$ cat src/verilog/ppc_pkg.sv
package ppc_pkg;
  localparam int CLK_PERIOD_NS = 25;
  localparam int TIMEOUT_NS    = 10000;
  localparam int TIMEOUT_CYC   = (TIMEOUT_NS + CLK_PERIOD_NS - 1) / CLK_PERIOD_NS;
  localparam int STROBE_NS     = 500;
  localparam int STROBE_CYC    = (STROBE_NS + CLK_PERIOD_NS - 1) / CLK_PERIOD_NS;
  localparam int SETUP_NS      = 500;
  localparam int SETUP_CYC     = (SETUP_NS + CLK_PERIOD_NS - 1) / CLK_PERIOD_NS;
  localparam int FIFO_DEPTH    = 16;
  localparam int DATA_W        = 8;

  localparam logic [10:0] OFS_DATA     = 11'h000;
  localparam logic [10:0] OFS_STATUS   = 11'h001;
  localparam logic [10:0] OFS_CONTROL  = 11'h002;
  localparam logic [10:0] OFS_EPP_ADDR = 11'h003;
  localparam logic [10:0] OFS_EPP_LAST = 11'h007;
  localparam logic [10:0] OFS_FIFO     = 11'h400;
  localparam logic [10:0] OFS_CFGB     = 11'h401;
  localparam logic [10:0] OFS_ECR      = 11'h402;

  localparam logic [2:0] MODE_COMPAT = 3'h0;
  localparam logic [2:0] MODE_BIDIR  = 3'h1;
  localparam logic [2:0] MODE_COMPAT_FIFO_PORT  = 3'h2;
  localparam logic [2:0] MODE_ECP    = 3'h3;
  localparam logic [2:0] MODE_EPP    = 3'h4;
  localparam logic [2:0] MODE_RSVD   = 3'h5;
  localparam logic [2:0] MODE_TEST   = 3'h6;
  localparam logic [2:0] MODE_CONFIG = 3'h7;

  localparam int ECR_MODE_LSB = 5;
  localparam int ECR_CTL_LSB  = 2;
  localparam int DCR_DIR      = 5;
  localparam int DCR_ACKIE    = 4;
  localparam int DCR_SELECT_IN_N     = 3;
  localparam int DCR_INIT     = 2;
  localparam int DCR_AFD      = 1;
  localparam int DCR_STB      = 0;
  localparam int STS_CYCLE_TIMEOUT_FLAG    = 0;
  localparam int CFGB_IRQ_LSB = 3;

  localparam logic [5:0] DCR_RESET      = 6'h04;
  localparam logic [2:0] ECR_MODE_RESET = 3'h0;
  localparam logic [2:0] ECR_CTL_RESET  = 3'h5;
  localparam logic [2:0] CFGB_RESET     = 3'h0;
  localparam logic [7:0] DATA_RESET     = 8'h00;
  localparam logic [7:0] CONFIG_A_VALUE = 8'h10;
  localparam logic [2:0] STS_ONES       = 3'h7;
  localparam logic [1:0] DCR_ONES       = 2'h3;
  localparam logic [7:0] UNMAPPED_VALUE = 8'h00;

  typedef struct packed {
    logic       tag;
    logic [7:0] data;
  } fifo_word_type;
endpackage
$ cat src/verilog/parallel_port_epp_ecp_control.sv
// Function
// - Data strobe low marks EPP data cycles; write-direction low writes, high reads.
// - Address strobe low instead of data strobe marks EPP address cycles.
// - Restart line held low returns the peripheral to its initial mode.
// - Outside EPP cycles and buffer transfers, pins follow control bits and direction bit.
// - EPP cycle not finished within 10 us aborts and sets status bit 0.
// - EPP address cycles and data reads and writes run independently, in any order.
// - Newer variant: cycle started with wait low ends when wait goes high.
// - Newer variant: no cycle starts while wait high; start when it drops.
// - Older variant: start regardless, finish on wait low-to-high transition.
// - One 16-byte buffer serves ECP both directions and compatibility FIFO.
// - Received run-length byte repeats the next received byte that many times.
// - Extended control bits 7-5 select one of eight operating modes.
// - Modes 000/001: write latches data onto pins; read returns pins.
// - Mode 011 forward: offset zero write enters buffer tagged as address/run-length.
// - Status bit 7 is inverted busy; bits 6-3 reflect ack, paper, select, fault.
// - Status bits 2-1 read as ones; bit 0 also reads as one outside mode 100.
// - Control bits 7-6 read as ones and ignore writes.
// - Control bit 5 sets input direction except modes 000, 010 and 101.
// - With control bit 4 set, ack rising edge raises an interrupt request.
// - Control bit 2 drives init uninverted; bits 3,1,0 drive outputs inverted.
// - Mode 010 sends buffered bytes forward with strobe/busy handshake.
// - Writing one to time-out status clears it; zero leaves it.
// - Mode 000 holds the buffer reset and empty.
`timescale 1ns/10ps

module byte_fifo #(
  parameter int WIDTH = 9,
  parameter int DEPTH = 16
) (
  input  wire logic             clk,
  input  wire logic             rstn,
  input  wire logic             clear,
  input  wire logic             in_valid,
  output logic                  in_ready,
  input  wire logic [WIDTH-1:0] in_data,
  output logic                  out_valid,
  input  wire logic             out_ready,
  output logic [WIDTH-1:0]      out_data
);
  localparam int AW = $clog2(DEPTH);
  logic [WIDTH-1:0] mem [DEPTH];
  logic [AW:0]      wptr;
  logic [AW:0]      rptr;

  generate
    if (DEPTH < 2 || (DEPTH & (DEPTH - 1)) != 0) begin : g_bad_depth
      $error("byte_fifo depth must be a power of two");
    end
  endgenerate

  assign in_ready  = (wptr - rptr) != (AW + 1)'(DEPTH);
  assign out_valid = wptr != rptr;
  assign out_data  = mem[rptr[AW-1:0]];

  always_ff @(posedge clk or negedge rstn) begin
    if (!rstn) begin
      wptr <= '0;
      rptr <= '0;
    end else if (clear) begin
      wptr <= '0;
      rptr <= '0;
    end else begin
      if (in_valid && in_ready) begin
        wptr <= wptr + 1'b1;
      end
      if (out_valid && out_ready) begin
        rptr <= rptr + 1'b1;
      end
    end
  end

  always_ff @(posedge clk) begin
    if (in_valid && in_ready && !clear) begin
      mem[wptr[AW-1:0]] <= in_data;
    end
  end
endmodule // byte_fifo

module parallel_port_epp_ecp_control
  import ppc_pkg::*;
#(
  parameter bit EPP_ENABLE  = 1'b1,
  parameter bit EPP_V19     = 1'b1,
  parameter int FIFO_DEPTHS = FIFO_DEPTH
) (
  input  wire logic        core_clk,
  input  wire logic        rstn,
  input  wire logic [10:0] io_addr,
  input  wire logic        io_rd,
  input  wire logic        io_wr,
  input  wire logic [7:0]  io_wdata,
  output logic [7:0]       io_rdata,
  output logic             io_rvalid,
  output logic             io_ready,
  input  wire logic [7:0]  port_data_in,
  output logic [7:0]       port_data_out,
  output logic             port_data_oe,
  output logic             strobe_out_n,
  output logic             autofeed_n,
  output logic             periph_restart_n,
  output logic             select_in_n,
  input  wire logic        peripheral_ack_n,
  input  wire logic        busy_in,
  input  wire logic        media_error_in,
  input  wire logic        selected_in,
  input  wire logic        fault_in_n,
  output logic             irq_req
);
  generate
    if (FIFO_DEPTHS != FIFO_DEPTH) begin : g_bad_fifo
      $error("buffer depth is fixed at 16 bytes");
    end
  endgenerate

  typedef enum logic [2:0] {
    EP_IDLE   = 3'b001,
    EP_WAIT   = 3'b010,
    EP_STROBE = 3'b100
  } epp_state_type;

  typedef enum logic [5:0] {
    XF_IDLE     = 6'b000001,
    XF_SETUP    = 6'b000010,
    XF_STROBE   = 6'b000100,
    XF_HOLD     = 6'b001000,
    XF_REV_WAIT = 6'b010000,
    XF_REV_ACK  = 6'b100000
  } xfer_state_type;

  logic [7:0]     data_latch;
  logic [5:0]     dcr;
  logic [2:0]     cur_mode;
  logic [2:0]     ecr_ctl;
  logic [2:0]     cfgb;
  logic           cycle_timeout_flag;
  logic           ack_prev;
  epp_state_type  epp_state;
  logic           epp_is_addr;
  logic           epp_is_write;
  logic [7:0]     epp_wdata;
  logic [15:0]    epp_timer;
  logic           wait_seen_low;
  xfer_state_type xf_state;
  fifo_word_type  xf_word;
  logic [7:0]     xf_timer;
  fifo_word_type  rev_word;
  logic [6:0]     rle_count;
  logic [7:0]     rep_left;
  fifo_word_type  fifo_in;
  fifo_word_type  fifo_out;
  logic           fifo_in_valid;
  logic           fifo_in_ready;
  logic           fifo_out_valid;
  logic           fifo_out_ready;
  logic           fifo_clear;
  logic           epp_busy;
  logic           host_rd;
  logic           host_wr;
  logic           epp_start;
  logic           epp_done;
  logic           epp_abort;
  logic           epp_finish;
  logic           dir_eff;
  logic           fwd_mode;
  logic           rev_mode;
  logic           ecp_fwd;
  logic           host_push;
  logic           host_pop;
  logic           xf_take;
  logic           write_direction_n;
  logic           data_strobe_n;
  logic           addr_strobe_n;
  logic [7:0]     next_data_out;
  logic           next_oe;
  logic           next_strobe_n;
  logic           next_autofeed_n;
  logic           next_select_in_n;
  logic           periph_wait_n;

  // The wait handshake shares the busy pin while in EPP mode
  assign periph_wait_n = busy_in;
  assign epp_busy      = epp_state != EP_IDLE;
  assign host_rd       = io_rd && !epp_busy;
  assign host_wr       = io_wr && !epp_busy;
  assign epp_start     = (host_rd || host_wr) && EPP_ENABLE && cur_mode == MODE_EPP
                         && io_addr >= OFS_EPP_ADDR && io_addr <= OFS_EPP_LAST;
  assign epp_done      = epp_state == EP_STROBE && periph_wait_n && wait_seen_low;
  assign epp_abort     = epp_busy && !epp_done && epp_timer == 16'(TIMEOUT_CYC - 1);
  assign epp_finish    = epp_done || epp_abort;
  assign dir_eff       = dcr[DCR_DIR] && !(cur_mode == MODE_COMPAT || cur_mode == MODE_COMPAT_FIFO_PORT
                         || cur_mode == MODE_RSVD);
  assign ecp_fwd       = cur_mode == MODE_ECP && !dcr[DCR_DIR];
  assign fwd_mode      = cur_mode == MODE_COMPAT_FIFO_PORT || ecp_fwd;
  assign rev_mode      = cur_mode == MODE_ECP && dcr[DCR_DIR];
  assign fifo_clear    = cur_mode == MODE_COMPAT || cur_mode == MODE_RSVD;

  // Host bytes into the shared buffer; address/run-length bytes carry the tag
  assign host_push = host_wr && ((io_addr == OFS_FIFO && (cur_mode == MODE_COMPAT_FIFO_PORT
                     || cur_mode == MODE_TEST || ecp_fwd))
                     || (io_addr == OFS_DATA && ecp_fwd));
  assign host_pop  = host_rd && io_addr == OFS_FIFO && (cur_mode == MODE_TEST || rev_mode);
  assign xf_take   = xf_state == XF_IDLE && fwd_mode && fifo_out_valid;
  assign fifo_out_ready = host_pop || xf_take;

  // A full buffer drops host bytes; software must watch the full flag
  always_comb begin
    if (rev_mode) begin
      fifo_in_valid = rep_left != 8'h00;
      fifo_in       = rev_word;
    end else begin
      fifo_in_valid = host_push;
      fifo_in.tag   = io_addr == OFS_DATA;
      fifo_in.data  = io_wdata;
    end
  end

  byte_fifo #(
    .WIDTH ($bits(fifo_word_type)),
    .DEPTH (FIFO_DEPTHS)
  ) u_fifo (
    .clk       (core_clk),
    .rstn      (rstn),
    .clear     (fifo_clear),
    .in_valid  (fifo_in_valid),
    .in_ready  (fifo_in_ready),
    .in_data   (fifo_in),
    .out_valid (fifo_out_valid),
    .out_ready (fifo_out_ready),
    .out_data  (fifo_out)
  );

  always_ff @(posedge core_clk or negedge rstn) begin
    if (!rstn) begin
      data_latch <= DATA_RESET;
      dcr        <= DCR_RESET;
      cur_mode   <= ECR_MODE_RESET;
      ecr_ctl    <= ECR_CTL_RESET;
      cfgb       <= CFGB_RESET;
    end else if (host_wr) begin
      if (io_addr == OFS_DATA && cur_mode != MODE_ECP) begin
        data_latch <= io_wdata;
      end
      if (io_addr == OFS_CONTROL) begin
        dcr <= io_wdata[5:0];
      end
      if (io_addr == OFS_ECR) begin
        cur_mode <= io_wdata[ECR_MODE_LSB +: 3];
        ecr_ctl  <= io_wdata[ECR_CTL_LSB +: 3];
      end
      if (io_addr == OFS_CFGB && cur_mode == MODE_CONFIG) begin
        cfgb <= io_wdata[CFGB_IRQ_LSB +: 3];
      end
    end
  end

  // A fresh abort beats a clear written in the same cycle
  always_ff @(posedge core_clk or negedge rstn) begin
    if (!rstn) begin
      cycle_timeout_flag <= 1'b0;
    end else if (epp_abort) begin
      cycle_timeout_flag <= 1'b1;
    end else if (host_wr && io_addr == OFS_STATUS && io_wdata[STS_CYCLE_TIMEOUT_FLAG]) begin
      cycle_timeout_flag <= 1'b0;
    end
  end

  // Address and data cycles are independent; the peripheral keeps the selection
  always_ff @(posedge core_clk or negedge rstn) begin
    if (!rstn) begin
      epp_state     <= EP_IDLE;
      epp_is_addr   <= 1'b0;
      epp_is_write  <= 1'b0;
      epp_wdata     <= 8'h00;
      epp_timer     <= 16'h0000;
      wait_seen_low <= 1'b0;
      io_ready      <= 1'b1;
    end else begin
      unique case (epp_state)
        EP_IDLE: begin
          if (epp_start) begin
            epp_is_addr   <= io_addr == OFS_EPP_ADDR;
            epp_is_write  <= host_wr;
            epp_wdata     <= io_wdata;
            epp_timer     <= 16'h0000;
            wait_seen_low <= 1'b0;
            io_ready      <= 1'b0;
            epp_state     <= EPP_V19 ? EP_WAIT : EP_STROBE;
          end
        end
        EP_WAIT: begin
          // Back to zero on abort so the count never passes the limit
          epp_timer <= epp_finish ? 16'h0000 : epp_timer + 16'h0001;
          if (epp_abort) begin
            epp_state <= EP_IDLE;
            io_ready  <= 1'b1;
          end else if (!periph_wait_n) begin
            wait_seen_low <= 1'b1;
            epp_state     <= EP_STROBE;
          end
        end
        EP_STROBE: begin
          epp_timer <= epp_finish ? 16'h0000 : epp_timer + 16'h0001;
          if (!periph_wait_n) begin
            wait_seen_low <= 1'b1;
          end
          if (epp_finish) begin
            epp_state <= EP_IDLE;
            io_ready  <= 1'b1;
          end
        end
      endcase
    end
  end

  always_ff @(posedge core_clk or negedge rstn) begin
    if (!rstn) begin
      io_rdata  <= 8'h00;
      io_rvalid <= 1'b0;
    end else begin
      io_rvalid <= 1'b0;
      if (epp_finish && !epp_is_write) begin
        io_rdata  <= port_data_in;
        io_rvalid <= 1'b1;
      end else if (host_rd && !epp_start) begin
        io_rvalid <= 1'b1;
        unique case (io_addr)
          OFS_DATA:    io_rdata <= cur_mode == MODE_ECP ? UNMAPPED_VALUE : port_data_in;
          OFS_STATUS:  io_rdata <= {~busy_in, peripheral_ack_n, media_error_in, selected_in,
                                    fault_in_n, STS_ONES[2:1],
                                    cur_mode == MODE_EPP ? cycle_timeout_flag : STS_ONES[0]};
          OFS_CONTROL: io_rdata <= {DCR_ONES, dcr};
          OFS_FIFO: begin
            if (cur_mode == MODE_CONFIG) begin
              io_rdata <= CONFIG_A_VALUE;
            end else if (host_pop && fifo_out_valid) begin
              io_rdata <= fifo_out.data;
            end else begin
              io_rdata <= UNMAPPED_VALUE;
            end
          end
          OFS_CFGB:    io_rdata <= cur_mode == MODE_CONFIG ? {1'b0, irq_req, cfgb, STS_ONES}
                                   : UNMAPPED_VALUE;
          OFS_ECR:     io_rdata <= {cur_mode, ecr_ctl, ~fifo_in_ready, ~fifo_out_valid};
          default:     io_rdata <= UNMAPPED_VALUE;
        endcase
      end
    end
  end

  // Automatic transfers: forward strobe/busy or ECP, reverse ECP with run-length expansion
  always_ff @(posedge core_clk or negedge rstn) begin
    if (!rstn) begin
      xf_state  <= XF_IDLE;
      xf_word   <= '0;
      xf_timer  <= 8'h00;
      rev_word  <= '0;
      rle_count <= 7'h00;
      rep_left  <= 8'h00;
    end else if (!(fwd_mode || rev_mode)) begin
      xf_state  <= XF_IDLE;
      rep_left  <= 8'h00;
      rle_count <= 7'h00;
    end else begin
      if (fifo_in_valid && fifo_in_ready) begin
        rep_left <= rep_left - 8'h01;
      end
      unique case (xf_state)
        XF_IDLE: begin
          xf_timer <= 8'h00;
          if (xf_take) begin
            xf_word  <= fifo_out;
            xf_state <= XF_SETUP;
          end else if (rev_mode) begin
            xf_state <= XF_REV_WAIT;
          end
        end
        XF_SETUP: begin
          if (xf_timer != 8'(SETUP_CYC - 1)) begin
            xf_timer <= xf_timer + 8'h01;
          end else if (!busy_in) begin
            xf_timer <= 8'h00;
            xf_state <= XF_STROBE;
          end
        end
        XF_STROBE: begin
          xf_timer <= xf_timer + 8'h01;
          if (ecp_fwd ? busy_in : xf_timer == 8'(STROBE_CYC - 1)) begin
            xf_timer <= 8'h00;
            xf_state <= XF_HOLD;
          end
        end
        XF_HOLD: begin
          xf_timer <= xf_timer + 8'h01;
          if (ecp_fwd ? !busy_in : xf_timer == 8'(SETUP_CYC - 1)) begin
            xf_state <= XF_IDLE;
          end
        end
        XF_REV_WAIT: begin
          if (!rev_mode) begin
            xf_state <= XF_IDLE;
          end else if (!peripheral_ack_n) begin
            xf_state <= XF_REV_ACK;
            if (busy_in) begin
              rev_word  <= '{tag: 1'b0, data: port_data_in};
              rep_left  <= {1'b0, rle_count} + 8'h01;
              rle_count <= 7'h00;
            end else if (!port_data_in[7]) begin
              rle_count <= port_data_in[6:0];
            end else begin
              rev_word <= '{tag: 1'b1, data: port_data_in};
              rep_left <= 8'h01;
            end
          end
        end
        XF_REV_ACK: begin
          // Holding the ack phase until the repeats are stored stalls the peripheral
          if (peripheral_ack_n && rep_left == 8'h00) begin
            xf_state <= XF_REV_WAIT;
          end
        end
      endcase
    end
  end

  always_comb begin
    write_direction_n = !epp_is_write;
    data_strobe_n     = !(epp_state == EP_STROBE && !epp_is_addr);
    addr_strobe_n     = !(epp_state == EP_STROBE && epp_is_addr);
    next_data_out     = data_latch;
    next_oe           = !dir_eff;
    next_strobe_n     = ~dcr[DCR_STB];
    next_autofeed_n   = ~dcr[DCR_AFD];
    next_select_in_n  = ~dcr[DCR_SELECT_IN_N];
    if (epp_busy) begin
      next_data_out    = epp_wdata;
      next_oe          = epp_is_write;
      next_strobe_n    = write_direction_n;
      next_autofeed_n  = data_strobe_n;
      next_select_in_n = addr_strobe_n;
    end else if (xf_state == XF_SETUP || xf_state == XF_STROBE || xf_state == XF_HOLD) begin
      next_data_out = xf_word.data;
      next_oe       = 1'b1;
      next_strobe_n = xf_state != XF_STROBE;
      if (ecp_fwd) begin
        next_autofeed_n = !xf_word.tag;
      end
    // The reverse state lingers one cycle after a mode change, longer from XF_REV_ACK into a forward mode; lines follow the control bits then
    end else if (rev_mode && (xf_state == XF_REV_WAIT || xf_state == XF_REV_ACK)) begin
      next_oe         = 1'b0;
      next_autofeed_n = xf_state == XF_REV_ACK;
    end
  end

  always_ff @(posedge core_clk or negedge rstn) begin
    if (!rstn) begin
      port_data_out    <= DATA_RESET;
      port_data_oe     <= 1'b1;
      strobe_out_n     <= 1'b1;
      autofeed_n       <= 1'b1;
      select_in_n      <= 1'b1;
      periph_restart_n <= DCR_RESET[DCR_INIT];
      ack_prev         <= 1'b1;
      irq_req          <= 1'b0;
    end else begin
      port_data_out    <= next_data_out;
      port_data_oe     <= next_oe;
      strobe_out_n     <= next_strobe_n;
      autofeed_n       <= next_autofeed_n;
      select_in_n      <= next_select_in_n;
      periph_restart_n <= dcr[DCR_INIT];
      ack_prev         <= peripheral_ack_n;
      irq_req          <= dcr[DCR_ACKIE] && !ack_prev && peripheral_ack_n;
    end
  end

  a_strobe_excl: assert property (@(posedge core_clk) disable iff (!rstn)
    !(data_strobe_n == 1'b0 && addr_strobe_n == 1'b0))
    else $error("address and data strobes both active");
  a_timeout_set: assert property (@(posedge core_clk) disable iff (!rstn)
    epp_abort |=> cycle_timeout_flag && epp_state == EP_IDLE && io_ready)
    else $error("timeout did not abort the cycle and set the flag");
  a_timer_bound: assert property (@(posedge core_clk) disable iff (!rstn)
    epp_timer <= 16'(TIMEOUT_CYC - 1))
    else $error("cycle timer ran past the limit");
  a_flag_clear: assert property (@(posedge core_clk) disable iff (!rstn)
    host_wr && io_addr == OFS_STATUS && io_wdata[0] && !epp_abort |=> !cycle_timeout_flag)
    else $error("time-out flag not cleared by writing one");
  a_fifo_reset: assert property (@(posedge core_clk) disable iff (!rstn)
    cur_mode == MODE_COMPAT |=> !fifo_out_valid)
    else $error("buffer not empty in compatible mode");
  a_status_ones: assert property (@(posedge core_clk) disable iff (!rstn)
    host_rd && io_addr == OFS_STATUS && cur_mode != MODE_EPP
    |=> io_rvalid && io_rdata[2:0] == 3'b111)
    else $error("status low bits not ones");
  a_control_ones: assert property (@(posedge core_clk) disable iff (!rstn)
    host_rd && io_addr == OFS_CONTROL && !epp_start |=> io_rdata[7:6] == 2'b11)
    else $error("control high bits not ones");
  a_dir_forced: assert property (@(posedge core_clk) disable iff (!rstn)
    cur_mode == MODE_COMPAT && !epp_busy |=> port_data_oe)
    else $error("data lines not driven in compatible mode");
  a_v19_hold: assert property (@(posedge core_clk) disable iff (!rstn)
    epp_state == EP_WAIT && periph_wait_n && !epp_abort
    |=> ##1 autofeed_n && select_in_n)
    else $error("strobe asserted while wait high");
  a_restart_map: assert property (@(posedge core_clk) disable iff (!rstn)
    ##1 periph_restart_n == $past(dcr[DCR_INIT]))
    else $error("init output does not follow control bit 2");
  a_ack_irq: assert property (@(posedge core_clk) disable iff (!rstn)
    dcr[DCR_ACKIE] && $rose(peripheral_ack_n) |-> ##1 irq_req)
    else $error("ack rising edge raised no request");
endmodule // parallel_port_epp_ecp_control

$ cat config.mk
export PLATFORM = sky130hd
export DESIGN_NAME = parallel_port_epp_ecp_control
export DESIGN_NICKNAME = d
export VERILOG_FILES = /design/src/verilog/ppc_pkg.sv /design/src/verilog/parallel_port_epp_ecp_control.sv
export SDC_FILE = /design/constraint.sdc
export NUM_CORES = 1
export LEC_CHECK = 0
export ABC_AREA = 1
export ABC_CLOCK_PERIOD_IN_PS = 3600
export BUFFER_PORTS_ARGS = -buffer_cell sky130_fd_sc_hd__clkbuf_2
export CORE_MARGIN = 5
export CORE_UTILIZATION = 35
export DETAILED_ROUTE_END_ITERATION = 12
export GPL_TIMING_DRIVEN = 1
export PLACE_DENSITY = 0.54
export SYNTH_ARGS = -nofsm -noshare
export SYNTH_HDL_FRONTEND = slang
export SYNTH_SLANG_ARGS = --single-unit
$ cat constraint.sdc
create_clock -name core_clk -period 3.6 [get_ports core_clk]
set_input_delay 0.18 -clock core_clk [delete_from_list [all_inputs] [get_ports core_clk]]
set_output_delay 0.18 -clock core_clk [all_outputs]
set_load 0.05 [all_outputs]
; ---- Word-level counts from Yosys, hierarchy flattened
; Memory sizes are Yosys's and may differ from the RTL's.
; Index checks and enable logic that the tools add are counted.
[totals]
ram_bits = 144
output_inout_bits = 24
in_bits = 36
regBits = 136
wordCells = 263
mem_count = 1
[classes]
addsub = 7
n_eq_ne = 46
n_mux = 79
bitwise = 7
order_cmp = 2
reduce_logical = 88
[memory_table]
columns = name, words, width, read_ports, rd_ports_with_merged_regs, write_ports, line_no
row1 = u_fifo.mem, 16, 9, 1, 0, 1, parallel_port_epp_ecp_control.sv:42  ; logic [WIDTH-1:0] mem [DEPTH];
[ops]
columns = cell, count
row1 = 2-to-1 mux 8 bit, 17
row2 = 2-to-1 mux 6 bit, 10
row3 = 2-to-1 mux 7 bit, 7
row4 = one-hot mux 8 bit (6 select lines), 1
row5 = one-hot mux 6 bit (6 select lines), 1
row6 = logical AND 1 bit, 35
row7 = equality test 11 bit (second input constant), 3
row8 = 2-to-1 mux 16 bit, 2
row9 = one-hot mux 16 bit (2 select lines), 1
row10 = one-hot mux 8 bit (4 select lines), 1
row11 = 2-to-1 mux 9 bit, 3
row12 = 2-to-1 mux 1 bit, 25
row13 = inequality test 3 bit (second input constant), 8
row14 = equality test 11 x 2 -> 1 bit (second input constant), 2
row15 = 2-to-1 mux 5 bit, 4
row16 = adder 16 x 1 -> 16 bit (second input constant), 1
row17 = equality test 16 x 9 -> 1 bit (second input constant), 1
row18 = equality test 3 bit (second input constant), 5
row19 = logical OR 1 bit, 15
row20 = zero test 1 bit, 14
row21 = 2-to-1 mux 3 bit, 4
row22 = inequality test 2 bit (second input constant), 6
row23 = AND reduction 2 bit, 6
row24 = AND reduction 3 bit, 4
row25 = other kinds (38), 53

; ---- Logic depth before layout (Yosys ltp)
[depth]
ltp_word = 15
depth_mapped = 17
depth_no_buf = 16

; ---- Hierarchy
; A second synthesis with hierarchy kept.
[hier_totals]
hier_cells = 1359
hier_area_um2 = 13195.2
[modules_own_cells]
columns = module, area_each_um2, seq_area_each_um2, cells_per_inst, n_inst
row1 = parallel_port_epp_ecp_control, 6691.4, 3168.0, 818, 1
row2 = byte_fifo, 6503.7, 4574.4, 541, 1

; ---- Worst setup path after synthesis
; No wires, ideal clock.
[synth_path]
path_kind = reg2reg
startpoint = register u_fifo.rptr[1]
endpoint = memory u_fifo.mem[12][0], enable pin
required_time_ps = 3226
path_stages_with_launch = 17
slack_ps = 740
arrival_ps = 2486
path_buffers = 3
period_less_slack_ps = 2860
setup_time_ps = 374
cell_sequence = dfrtp_1 -> clkbuf_1 -> clkinv_1 -> clkbuf_1 -> ha_1 -> nand2_1 -> nand2_1 -> nand2_1 -> nand2_1 -> nor2_1 -> nor2_1 -> nand2_1 -> nand2_2 -> inv_2 -> buf_4 -> nand2_1 -> nor2_1
[synth_via]
elab_chain_cells = 6
[synth_rtl]
columns = item, line_no
row1 = "start, declared", parallel_port_epp_ecp_control.sv:44  ; logic [AW:0] rptr;
row2 = "start signal, assigned", parallel_port_epp_ecp_control.sv:68  ; rptr <= rptr + 1'b1;
row3 = subtractor 5 bit, parallel_port_epp_ecp_control.sv:52  ; assign in_ready = (wptr - rptr) != (AW + 1)'(DEPTH);
row4 = inequality test 5 bit, parallel_port_epp_ecp_control.sv:52
row5 = logical AND 1 bit (2 in a row), parallel_port_epp_ecp_control.sv:74  ; if (in_valid && in_ready && !clear) begin
row6 = 2-to-1 mux 1 bit, parallel_port_epp_ecp_control.sv:74
row7 = 2-to-1 mux 1 bit (implied by the code), parallel_port_epp_ecp_control.sv:75  ; mem[wptr[AW-1:0]] <= in_data;
row8 = "end, declared", parallel_port_epp_ecp_control.sv:42
; Every way passes these cells.

; ---- Worst setup path in the final report
[layout_path]
startpoint = register u_fifo.rptr[2]
endpoint = memory u_fifo.mem[15][0], enable pin
; The elaborated chain is that of the path after synthesis.

==> metrics <==
outcome complete, no violations; Req. time, crit path 3.81 ns; Synth Register Bits 280; Worst R2R Start u_fifo.rptr[2]; Max Cap Violations 0; DRT Pass-1 Iters 7; initial drt markers 760; CTS Sinks 280; sequential share of the synthesized area 0.600; largest area contributor in the netlist edfxtp_1; chip width 202 µm; Reg area 0.00774 mm²; vias in the first global route 9788; final period utilization 0.874; Worst-Skew Late Latency 0.58 ns; Syn Std Cell Area 0.0129 mm²; hpwl dp 24500 µm; CP Cell Sequence inv_1, ha_1, a21oi_1, nand3_1, nand2_1, nor2_1, nand2_1, nand2_2, inv_2, nand2_2, nor2_2; Nets 1494; P per Cell Area 480 mW/mm²; clk buf depth 3; synth top area cells edfxtp_1, dfrtp_1, nand2_1, o21ai_0, nor2_1; DRC 0; starting density of the core 0.353; placed cell areas 0.0139 mm²; Min Clock Period, post-route 3.15 ns; Core Util, Final 0.411; crit path DAT 3.35 ns; post-synth top area share 0.335; Post-synth EDFFs 144; CTS clk-pin slew, worst paths 0.06 ns; Area Growth Syn to Fin 16.4%; Hold WC Path Type in2reg; CP Class reg2reg; Final Max Tran Viols 0; CTS Buf Count 30; Most used DFF post-synth edfxtp_1; Synth async-reset ratio 0.486; DR WL/cell 18.4 µm; CP Max Fanout 14; Routed Antenna Nets 0; GP Congestion 0.885; average size of a mapped cell 9.57 µm²; initial antenna violation count 0; total congestion overflow 0; achievable frequency 318 MHz; share of layout cells above drive strength 1 0.140; Die Y 202 µm; row cnt 70; HP Start io_wdata[2]; core footprint 0.0365 mm²; critical path's largest stage delay 0.60 ns; cell area after layout 0.0150 mm²; Total GRT Usage 0.172; fin worst setup slack 0.455 ns; multi-input logic area 0.00451 mm²; largest net degree at the start of global routing 84; CTS tree yes; dpl ws 0.334 ns; synth unique cells 50; Worst Skew 0.0217 ns; Fillers 3592; Post-CTS Repair Setup Buffers 0; drt total wl 35500 µm; CP Launch Point u_fifo.rptr[2]; Die Area 0.0408 mm²; H-tree levels 1; I/O pins 60; root buffer cell clkbuf_16; Placed Cells 1864; first-pass GRT wire length 56100 µm; DR vias/cell 5.14; post-synthesis instance total 1349; final hold violations 0; Worst-Margin Slew 0.993 ns; post-synth net total 1399; crit path launch type register; slowest stage cell on the critical path dfrtp_1; ant diodes 0; Final setup viols 0; Slew HR 0.338; Worst VDD drop 0.000340 V; LEAKAGE 6.23 nW; CP endpoint kind register; Final TNS setup 0 ns; via count 9946; IO buf count 59; non-filler cells, final 1936; RSZ-0062 raised after global routing no; YS warnings 0
-- stage by stage --
step / power [mW] / hold slack [ns]
2_1_floorplan: 4.04 / -0.116
3_3_place_gp: 4.28 / 0.297
3_5_place_dp: 4.29 / 0.295
4_1_cts: 7.31 / 0.000129
5_1_grt: 7.51 / 0.0186
6_report: 7.21 / 0.0105
-- worst paths after layout --
check | slack, ns | end | depth (start not counted)
worst max-delay path | 0.45 | u_fifo.mem[15][0] | 11
worst min-delay path | 0.01 | data_latch[2] | 3
worst max register to register | 0.45 | u_fifo.mem[15][0] | 11
worst min register to register | 0.40 | periph_restart_n | 0
max in group asynchronous | 2.51 | ack_prev | 3
min in group asynchronous | 0.24 | port_data_out[2] | 2
-- metal layers --
layer	vias up	wire [µm]	GRT usage
li1	4826	-	-
met1	4769	16300	0.242
met2	284	16300	0.275
met3	67	1890	0.0270
met4	0	1080	0.0535
met5	-	0	0
-- area by class of cell --
| type | count | share of cell area |
|---|---|---|
| inverters | 130 | 0.0325 |
| clock inverters | 13 | 0.00716 |
| well taps | 468 | 0.0390 |
| repair buffers | 112 | 0.0500 |
| multi-input cells | 890 | 0.300 |
| clock buffers | 43 | 0.0559 |
| flip-flops and latches | 280 | 0.515 |
-- cells by family after synthesis --
family,share of synthesized area
adder cells (fa/ha/maj),0.0136
AND/OR/NAND/NOR,0.196
AO/OA/AOI/OAI,0.126
multiplexers,0.00174
buffers and inverters,0.0539
flip-flops,0.600
XOR/XNOR,0.00882
-- sequential cells by signal, indices dropped and copies added, names as in the netlist, 3 cells and up --
register       cells
io_rdata           8
data_latch         8
epp_timer         16
port_data_out      8
cur_mode           3
ecr_ctl            3
rle_count          7
xf_word            9
u_fifo.rptr        5
epp_state          3
cfgb               3
dcr                6
u_fifo.mem       144
rev_word           9
xf_timer           8
rep_left           8
epp_wdata          8
xf_state           6
u_fifo.wptr        5
-- what timing repair did --
| item | 4_1_cts | 5_1_grt |
|---|---|---|
| resized for setup | 0 | 2 |
| endpoints found under the setup margin | 0 | 18 |
| hold endpoints to repair | 97 | 0 |
| hold buffers | 16 | 0 |
-- worst max-delay path: cells and delay by family, from the launching register on --
family	cells	cell delay (ns)
AO/OA/AOI/OAI	1	0.21
AND/OR/NAND/NOR	7	1.03
adder cells (fa/ha/maj)	1	0.44
flip-flops	1	0.60
buffers and inverters	2	0.50
-- power breakdown --
group / internal (mW) / switching, mW / total, mW
registers: 3.46 / 0.0619 / 3.53
clock network: 1.69 / 1.29 / 2.99
logic: 0.178 / 0.523 / 0.701
-- synth_stat cells (11+ instances only) --
master / count
o21ai_1: 14
edfxtp_1: 144
inv_1: 119
nand4_1: 24
xor2_1: 12
clkbuf_1: 26
o21ai_0: 115
ha_1: 14
a21oi_1: 67
nand2_1: 304
nor2_1: 122
nand3_1: 86
dfstp_2: 12
a22oi_1: 11
o211ai_1: 15
dfrtp_1: 124
-- cells in the final DEF, fill, tap and decap left out, types with 15 or more instances in the layout --
| master | synthesis | layout |
|---|---|---|
| clkbuf_16 | 0 | 30 |
| a21oi_1 | 67 | 67 |
| dlygate4sd3_1 | 0 | 16 |
| edfxtp_1 | 144 | 144 |
| dfrtp_1 | 124 | 123 |
| nand4_1 | 24 | 24 |
| inv_1 | 119 | 118 |
| o21ai_0 | 115 | 106 |
| nand2_1 | 304 | 304 |
| o211ai_1 | 15 | 15 |
| nand3_1 | 86 | 86 |
| clkbuf_2 | 0 | 58 |
| nor2_1 | 122 | 120 |
| buf_4 | 3 | 36 |
Power figures use the tool's default switching activity.
